File: src/include/rat_regs.svh
// register map, field positions, reset values and timing figures of the alarm and trim block
`ifndef RAT_REGS_SVH
`define RAT_REGS_SVH

`define RAT_ADDR_STATUS 8'h07
`define RAT_ADDR_INTCTL 8'h08
`define RAT_ADDR_ATRIM 8'h0A
`define RAT_ADDR_DTRIM 8'h0B
`define RAT_ADDR_ALM_BASE 8'h0C
`define RAT_ALM_COUNT 6

`define RAT_SR_FLAG_BIT 2
`define RAT_SR_AUTOCLR_BIT 7
`define RAT_INT_PULSE_BIT 7
`define RAT_INT_ALMON_BIT 6
`define RAT_INT_FOBAT_BIT 4
`define RAT_ALM_EN_BIT 7
`define RAT_DTR_SIGN_BIT 2

`define RAT_RST_BYTE 8'h00

`define RAT_CX_BASE_HALF 7'h12
`define RAT_PPM_LO 6'h14
`define RAT_PPM_HI 6'h28
`define RAT_PPM_SCALE 24'h0F4240
`define RAT_PRESC_TOP 16'h7FFF

`define RAT_PULSE_MS 250
`define RAT_CLK_KHZ 100000

`endif

File: src/include/rat_pkg.sv
// types of the alarm and trim block
package rat_pkg;

  typedef enum logic [2:0] {
    RAT_IDLE  = 3'b001,
    RAT_HOLD  = 3'b010,
    RAT_PULSE = 3'b100
  } rat_irq_st_t;

endpackage

File: src/core/rat_core.sv
// alarm comparator, interrupt pin driver and oscillator trim controls
`timescale 1ns/1ps
`include "rat_regs.svh"

// Summary of operation
// - each crystal capacitor is 9 pF plus bit weights, top weight when bit clear.
// - load capacitance is half of that, 4.5 to 20.25 pF, default 12.5 pF.
// - two-bit battery delta changes capacitance by 0, -0.5, +0.5 or +1 pF.
// - digital trim changes the average oscillator counts taken per second.
// - top trim bit is the sign; zero magnitude means no correction either way.
// - lower trim bits weigh 40 and 20 ppm, range plus or minus 60 ppm.
// - six alarm bytes at 0Ch to 11h, seconds through weekday, no year.
// - top bit of each alarm byte enables that field's compare.
// - alarm fires when at least one field is enabled and all enabled fields equal the running time.
// - single mode sets the flag and holds the pin low until flag clears.
// - recurring mode pulses the pin on every match without re-arming.
// - with auto-clear set, a status read clears the flag.
// - recurring mode still sets the flag; pulses ignore whether it is cleared.
// - recurring pulses are active low and last 250 ms.
// - nonzero frequency select owns the pin and disables the alarm.
// - a flag set after the status read strobe, up to the end of the read, stays set after the read.
module rat_core #(
  parameter int unsigned PULSE_CYCLES = `RAT_PULSE_MS * `RAT_CLK_KHZ
) (
  input wire logic clk_i,
  input wire logic rstn_i,
  input wire logic reg_wr_i,
  input wire logic reg_rd_i,
  input wire logic [7:0] reg_addr_i,
  input wire logic [7:0] reg_wdata_i,
  input wire logic reg_rd_done_i,
  output logic [7:0] reg_rdata_o,
  input wire logic osc_tick_i,
  input wire logic on_battery_i,
  input wire logic time_upd_i,
  input wire logic [7:0] time_sec_i,
  input wire logic [7:0] time_min_i,
  input wire logic [7:0] time_hour_i,
  input wire logic [7:0] time_date_i,
  input wire logic [7:0] time_month_i,
  input wire logic [7:0] time_wday_i,
  output logic sec_tick_o,
  output logic irq_n_o,
  output logic [3:0] freq_out_select_o,
  output logic [6:0] cx_half_pf_o,
  output logic [6:0] cload_qtr_pf_o
);

  ////////////////////////////////////////////////////////////////////////////
  // registers
  logic [7:0] alarm_reg [`RAT_ALM_COUNT];
  logic [7:0] intctl;
  logic [7:0] load_capacitance_trim;
  logic [7:0] digital_rate_trim;
  logic auto_clear_on_read;
  logic alarm_flag;
  logic sr_pend;
  logic set_during;
  logic [7:0] time_now [`RAT_ALM_COUNT];
  logic [`RAT_ALM_COUNT-1:0] field_en;
  logic [`RAT_ALM_COUNT-1:0] field_hit;
  logic alarm_on;
  logic pulse_alarm_select;
  logic [3:0] freq_out_select;
  logic pin_off;
  logic trigger;
  logic sr_wr;

  assign alarm_on = intctl[`RAT_INT_ALMON_BIT];
  assign pulse_alarm_select = intctl[`RAT_INT_PULSE_BIT];
  assign freq_out_select = intctl[3:0];
  assign sr_wr = reg_wr_i && (reg_addr_i == `RAT_ADDR_STATUS);
  assign pin_off = (freq_out_select != 4'h0) || !alarm_on ||
                   (intctl[`RAT_INT_FOBAT_BIT] && on_battery_i);

  assign time_now[0] = time_sec_i;
  assign time_now[1] = time_min_i;
  assign time_now[2] = time_hour_i;
  assign time_now[3] = time_date_i;
  assign time_now[4] = time_month_i;
  assign time_now[5] = time_wday_i;

  genvar g;
  generate
    for (g = 0; g < `RAT_ALM_COUNT; g++) begin : g_alarm
      always_ff @(posedge clk_i or negedge rstn_i) begin
        if (!rstn_i) begin
          alarm_reg[g] <= `RAT_RST_BYTE;
        end else if (reg_wr_i && (reg_addr_i == (`RAT_ADDR_ALM_BASE + 8'(g)))) begin
          alarm_reg[g] <= reg_wdata_i;
        end
      end
      assign field_en[g] = alarm_reg[g][`RAT_ALM_EN_BIT];
      assign field_hit[g] = !field_en[g] || (alarm_reg[g][6:0] == time_now[g][6:0]);
    end
  endgenerate

  // one compare per time update, only with alarm on and no frequency output
  assign trigger = time_upd_i && alarm_on && (freq_out_select == 4'h0) &&
                   (|field_en) && (&field_hit);

  always_ff @(posedge clk_i or negedge rstn_i) begin
    if (!rstn_i) begin
      intctl <= `RAT_RST_BYTE;
      load_capacitance_trim <= `RAT_RST_BYTE;
      digital_rate_trim <= `RAT_RST_BYTE;
      auto_clear_on_read <= 1'b0;
    end else if (reg_wr_i) begin
      case (reg_addr_i)
        `RAT_ADDR_STATUS: auto_clear_on_read <= reg_wdata_i[`RAT_SR_AUTOCLR_BIT];
        `RAT_ADDR_INTCTL: intctl <= reg_wdata_i;
        `RAT_ADDR_ATRIM: load_capacitance_trim <= reg_wdata_i;
        `RAT_ADDR_DTRIM: digital_rate_trim <= {5'h00, reg_wdata_i[2:0]};
        default: ;
      endcase
    end
  end

  always_ff @(posedge clk_i or negedge rstn_i) begin
    if (!rstn_i) begin
      reg_rdata_o <= `RAT_RST_BYTE;
    end else if (reg_rd_i) begin
      case (reg_addr_i)
        `RAT_ADDR_STATUS: reg_rdata_o <= {auto_clear_on_read, 4'h0, alarm_flag, 2'h0};
        `RAT_ADDR_INTCTL: reg_rdata_o <= intctl;
        `RAT_ADDR_ATRIM: reg_rdata_o <= load_capacitance_trim;
        `RAT_ADDR_DTRIM: reg_rdata_o <= digital_rate_trim;
        8'h0C, 8'h0D, 8'h0E, 8'h0F, 8'h10, 8'h11: reg_rdata_o <= alarm_reg[3'(reg_addr_i - `RAT_ADDR_ALM_BASE)];
        default: reg_rdata_o <= 8'h00;
      endcase
    end
  end

  ////////////////////////////////////////////////////////////////////////////
  // alarm flag
  always_ff @(posedge clk_i or negedge rstn_i) begin
    if (!rstn_i) begin
      sr_pend <= 1'b0;
      set_during <= 1'b0;
    end else begin
      if (reg_rd_i && (reg_addr_i == `RAT_ADDR_STATUS)) begin
        sr_pend <= 1'b1;
      end else if (reg_rd_done_i) begin
        sr_pend <= 1'b0;
      end
      if (reg_rd_done_i || !sr_pend) begin
        set_during <= 1'b0;
      end else if (trigger) begin
        set_during <= 1'b1;
      end
    end
  end

  always_ff @(posedge clk_i or negedge rstn_i) begin
    if (!rstn_i) begin
      alarm_flag <= 1'b0;
    end else if (trigger) begin
      alarm_flag <= 1'b1;
    end else if (sr_wr && !reg_wdata_i[`RAT_SR_FLAG_BIT]) begin
      alarm_flag <= 1'b0;
    end else if (reg_rd_done_i && sr_pend && auto_clear_on_read && !set_during) begin
      alarm_flag <= 1'b0;
    end
  end

  ////////////////////////////////////////////////////////////////////////////
  // interrupt pin
  rat_pkg::rat_irq_st_t irq_st;
  logic [24:0] pulse_cnt;

  always_ff @(posedge clk_i or negedge rstn_i) begin
    if (!rstn_i) begin
      irq_st <= rat_pkg::RAT_IDLE;
      pulse_cnt <= 25'h0000000;
    end else if (freq_out_select != 4'h0 || !alarm_on) begin
      irq_st <= rat_pkg::RAT_IDLE;
      pulse_cnt <= 25'h0000000;
    end else if (trigger && pulse_alarm_select) begin
      irq_st <= rat_pkg::RAT_PULSE;
      pulse_cnt <= 25'(PULSE_CYCLES - 1);
    end else begin
      case (irq_st)
        rat_pkg::RAT_IDLE: begin
          if (trigger) begin
            irq_st <= rat_pkg::RAT_HOLD;
          end
        end
        rat_pkg::RAT_HOLD: begin
          if (!alarm_flag) begin
            irq_st <= rat_pkg::RAT_IDLE;
          end
        end
        rat_pkg::RAT_PULSE: begin
          if (pulse_cnt == 25'h0000000) begin
            irq_st <= rat_pkg::RAT_IDLE;
          end else begin
            pulse_cnt <= pulse_cnt - 25'h0000001;
          end
        end
        default: irq_st <= rat_pkg::RAT_IDLE;
      endcase
    end
  end

  always_ff @(posedge clk_i or negedge rstn_i) begin
    if (!rstn_i) begin
      irq_n_o <= 1'b1;
      freq_out_select_o <= 4'h0;
    end else begin
      irq_n_o <= (irq_st == rat_pkg::RAT_IDLE) || pin_off;
      freq_out_select_o <= freq_out_select;
    end
  end

  ////////////////////////////////////////////////////////////////////////////
  // analog trim
  logic [6:0] cx_half;
  logic [6:0] cx_eff;

  // weights in half picofarads: 32 for a clear top bit, then 16, 8, 4, 2, 1
  assign cx_half = `RAT_CX_BASE_HALF +
                   {1'b0, !load_capacitance_trim[5], load_capacitance_trim[4:0]};

  always_comb begin
    cx_eff = cx_half;
    if (on_battery_i) begin
      case (load_capacitance_trim[7:6])
        2'h1: cx_eff = cx_half - 7'h01;
        2'h2: cx_eff = cx_half + 7'h01;
        2'h3: cx_eff = cx_half + 7'h02;
        default: cx_eff = cx_half;
      endcase
    end
  end

  always_ff @(posedge clk_i or negedge rstn_i) begin
    if (!rstn_i) begin
      cx_half_pf_o <= 7'h32;
      cload_qtr_pf_o <= 7'h32;
    end else begin
      cx_half_pf_o <= cx_eff;
      cload_qtr_pf_o <= cx_eff;
    end
  end

  ////////////////////////////////////////////////////////////////////////////
  // digital trim prescaler
  logic [15:0] presc;
  logic [15:0] presc_top;
  logic [23:0] ppm_acc;
  logic [23:0] ppm_sum;
  logic [5:0] ppm_mag;
  logic adj_pend;
  logic wrap;

  assign ppm_mag = (digital_rate_trim[1] ? `RAT_PPM_HI : 6'h00) +
                   (digital_rate_trim[0] ? `RAT_PPM_LO : 6'h00);
  assign ppm_sum = ppm_acc + {3'h0, ppm_mag, 15'h0000};
  assign wrap = osc_tick_i && (presc == presc_top);

  always_comb begin
    presc_top = `RAT_PRESC_TOP;
    if (adj_pend) begin
      presc_top = digital_rate_trim[`RAT_DTR_SIGN_BIT] ? `RAT_PRESC_TOP + 16'h0001 :
                                                         `RAT_PRESC_TOP - 16'h0001;
    end
  end

  always_ff @(posedge clk_i or negedge rstn_i) begin
    if (!rstn_i) begin
      presc <= 16'h0000;
      ppm_acc <= 24'h000000;
      adj_pend <= 1'b0;
      sec_tick_o <= 1'b0;
    end else begin
      sec_tick_o <= wrap;
      if (wrap) begin
        presc <= 16'h0000;
        if (ppm_sum >= `RAT_PPM_SCALE) begin
          ppm_acc <= ppm_sum - `RAT_PPM_SCALE;
          adj_pend <= 1'b1;
        end else begin
          ppm_acc <= ppm_sum;
          adj_pend <= 1'b0;
        end
      end else if (osc_tick_i) begin
        presc <= presc + 16'h0001;
      end
    end
  end

  ////////////////////////////////////////////////////////////////////////////
  // checks
  logic [24:0] low_cnt;

  always_ff @(posedge clk_i or negedge rstn_i) begin
    if (!rstn_i) begin
      low_cnt <= 25'h0000000;
    end else begin
      low_cnt <= irq_n_o ? 25'h0000000 : low_cnt + 25'h0000001;
    end
  end
endmodule

File: config.mk
export PLATFORM = sky130hd
export DESIGN_NAME = rat_core
export DESIGN_NICKNAME = d
export VERILOG_FILES = /design/src/include/rat_pkg.sv /design/src/core/rat_core.sv
export VERILOG_INCLUDE_DIRS = /design/src /design/src/include
export SDC_FILE = /design/constraint.sdc
export NUM_CORES = 1
export LEC_CHECK = 0
export BUFFER_PORTS_ARGS = -buffer_cell sky130_fd_sc_hd__buf_2
export CAP_MARGIN = 10
export CELL_PAD_IN_SITES_DETAIL_PLACEMENT = 0
export CELL_PAD_IN_SITES_GLOBAL_PLACEMENT = 1
export CORE_ASPECT_RATIO = 1.25
export CORE_MARGIN = 2
export CORE_UTILIZATION = 35
export CTS_CLUSTER_SIZE = 25
export DETAILED_ROUTE_END_ITERATION = 8
export GPL_TIMING_DRIVEN = 0
export PLACE_DENSITY_LB_ADDON = 0.1
export SLEW_MARGIN = 20
export SYNTH_ARGS = -nofsm -noshare
export SYNTH_HDL_FRONTEND = slang
export SYNTH_SLANG_ARGS = --single-unit
File: constraint.sdc
create_clock -name clk_i -period 5 [get_ports clk_i]
set_input_delay 0.75 -clock clk_i [delete_from_list [all_inputs] [get_ports clk_i]]
set_output_delay 0.75 -clock clk_i [all_outputs]
set_load 0.1 [all_outputs]
==> results.sh <==
export IMPL_route_vias_total=6324
export IMPL_grt_pass1_vias=6488
export IMPL_die_height_um=178
export IMPL_holdBufCountCts=0
export IMPL_drive_gt1_share_pct=24.8
export IMPL_status="finished, final reports clean"
export IMPL_async_flop_share_pct=100
export IMPL_worst_hold_path_type="primary input to asynchronous set/reset pin"
export IMPL_postCtsSetupBuffers=0
export IMPL_slew_viol_final=0
export IMPL_crit_fanout=9
export IMPL_htreeDepth=4
export IMPL_start_util_pct=35.6
export IMPL_crit_type="register to register"
export IMPL_crit_arrival_ns=3.70
export IMPL_crit_start="digital_rate_trim[0]"
export IMPL_final_seq_area_mm2=0.00388
export IMPL_ys_warn_count=0
export IMPL_clock_skew_ns=0.0132
export IMPL_largest_register_ffs=48
export IMPL_yosysUniqueCellTypes=65
export IMPL_core_mm2=0.0237
export IMPL_die_area_mm2=0.0254
export IMPL_hpwlAfterDp_um=16200
export IMPL_drt_iter0_drc=292
export IMPL_clock_latency_ns=0.42
export IMPL_critPathCaptureType="register"
export IMPL_crit_chain="ha_1 -> fa_1 -> a211oi_1 -> o21ai_0 -> a222oi_1 -> nand4_2 -> nand2_1 -> o22ai_1 -> a221o_1"
export IMPL_clock_sinks=155
export IMPL_stdcell_count=1232
export IMPL_syn2layout_area_growth_pct=17.7
export IMPL_postSynthCellCount=787
export IMPL_startpoint_type="register"
export IMPL_nNetsFinal=986
export IMPL_cts_buffer_depth=2
export IMPL_p_leak_nw=4.54
export IMPL_diodes=0
export IMPL_syn_nets=879
export IMPL_die_x_um=143
export IMPL_place_gp_congestion=0.802
export IMPL_overflow=0
export IMPL_final_setup_tns_ns=0
export IMPL_min_period_ns=3.40
export IMPL_r2r_start="digital_rate_trim[0]"
export IMPL_antenna_found_initial=0
export IMPL_vias_per_cell=5.13
export IMPL_numCtsBuffers=17
export IMPL_wl_per_cell_um=17.7
export IMPL_ios=100
export IMPL_n_fill_cell=2338
export IMPL_cts_tree="yes"
export IMPL_synth_seq_area_share_pct=46.0
export IMPL_slowest_stage="a211oi_1"
export IMPL_clk_pin_slew_ns=0.07
export IMPL_avgSynthCellArea_um2=10.7
export IMPL_p_per_area_mw_per_mm2=332
export IMPL_multi_input_area_mm2=0.00433
export IMPL_drv_cap=0
export IMPL_synth_seq_cells=155
export IMPL_grt_usage_pct=18.0
export IMPL_worst_ir_drop_vdd_mv=0.232
export IMPL_dp_cells=1200
export IMPL_root_buffer="clkbuf_16"
export IMPL_synth_area_mm2=0.00844
export IMPL_wirelength_um=21800
export IMPL_grt_max_degree=97
export IMPL_num_rows=63
export IMPL_tightest_slew_ns=0.927
export IMPL_grt_pass1_wl_um=35500
export IMPL_cpPeakStageDelay_ns=0.49
export IMPL_drc=0
export IMPL_io_buffers=87
export IMPL_cts_resized=0
export IMPL_timing_final_crit_share_pct=67.9
export IMPL_drt_first_pass_iters=4
export IMPL_grt_setup_unrepaired="no"
export IMPL_ff2ff_path_depth=9
export IMPL_relSlewSlack_pct=37.4
export IMPL_mostFrequentLayoutCells="dfrtp_1 (150), buf_2 (86), mux2_2 (74)"
export IMPL_ys_dominant_reg_cell="dfrtp_1"
export IMPL_ant_nets=0
export IMPL_synth_edff_count=0
export IMPL_required_ns=5.30
export IMPL_timing_fmax_mhz=294
export IMPL_layout_commonest_cell="dfrtp_1"
export IMPL_finalSetupViolCount=0
export IMPL_hold_violations=0
-- cells in the mapped netlist (2+ instances only) --
cell type	number	area, um2
a211o_1	2	17.5
a21o_1	6	45.0
a21oi_1	21	105
a221o_1	4	40.0
a221oi_1	4	35.0
a22oi_1	10	75.1
a31o_2	2	17.5
a31oi_1	3	18.8
and2_1	5	31.3
and3_1	3	18.8
buf_1	4	15.0
buf_4	7	52.6
clkbuf_1	19	71.3
dfrtp_1	150	3750
dfstp_2	5	131
fa_1	2	40.0
ha_1	18	225
inv_1	25	93.8
mux2_2	74	833
mux2i_1	11	110
mux4_2	8	180
nand2_1	54	203
nand2b_1	6	37.5
nand3_1	25	125
nand3b_1	3	22.5
nand4_1	19	119
nor2_1	62	233
nor2b_1	4	25.0
nor3_1	12	60.1
nor3b_1	4	30.0
nor4_1	11	68.8
o211ai_1	2	15.0
o21a_1	8	60.1
o21ai_0	38	190
o21bai_1	2	15.0
o221ai_1	6	52.6
o22ai_1	4	25.0
o41ai_1	5	43.8
or3_1	9	56.3
or4_1	6	45.0
xnor2_1	60	526
xor2_1	41	359
-- worst max-delay path: cells and delay by family (launching register included) --
family / cells / cell delay [ns]
flops: 1 / 0.42
compound gates: 5 / 1.60
fa+ha+maj: 2 / 0.67
simple gates: 2 / 0.59
-- metal layers --
layer  vias up  track usage [%]  share of wire [%]
li1       3052                -                  -
met1      3149             24.5                 47
met2       107             29.8                 49
met3        16             3.24                2.9
met4         0             4.66                1.1
met5         -                0                  0
-- cell type report --
cell class | count | share of cell area [%]
multi-input cells | 576 | 43.6
clock buffers | 20 | 4.60
inverters | 25 | 0.944
plain buffers | 31 | 1.51
repair buffers | 88 | 4.76
well taps | 325 | 4.09
clock inverters | 12 | 1.41
flip-flops and latches | 155 | 39.1
-- power by group --
part / leakage, nW / total (W) / switching, W / internal, W
Sequential: 2.06 / 0.00140 / 0.0000773 / 0.00133
Combinational: 2.19 / 0.000586 / 0.000402 / 0.000183
Clock: 0.288 / 0.00131 / 0.000538 / 0.000769
Total: 4.54 / 0.00330 / 0.00102 / 0.00228
-- final timing paths --
check | to | slack, ns
worst max-delay path | ppm_acc[21] | 1.60
worst min-delay path | pulse_cnt[17] | 0.26
worst max register to register | ppm_acc[21] | 1.60
worst min register to register | freq_out_select_o[2] | 0.44
max in group asynchronous | reg_rdata_o[0] | 3.88
min in group clk_i | freq_out_select_o[2] | 0.44
-- through the flow --
step / util (%) / setup slack, ns / instance area [um2] / power, W / hold WS, ns
6_report: 41.9 / 1.60 / 9940 / 0.00330 / 0.259
3_5_place_dp: 39.4 / 1.23 / 9340 / 0.00202 / 0.426
4_1_cts: 41.9 / 1.63 / 9940 / 0.00335 / 0.272
3_3_place_gp: 39.1 / 0.759 / 9290 / 0.00200 / 0.431
5_1_grt: 41.9 / 1.25 / 9940 / 0.00346 / 0.278
2_1_floorplan: - / 2.10 / 8440 / 0.00184 / 0.380
-- logic make-up after synthesis --
group                      count (synthesis)  share of synthesized area [%]
muxes                                     93                           13.3
buffers and inverters                     56                           2.89
and+or+nand+nor                          234                           14.0
DFF                                      155                           46.0
adders and majority gates                 20                           3.14
xor gates and xnor gates                 101                           10.5
AOI/OAI and AO/OA                        128                           10.2
(Power assumes the default switching activity.)
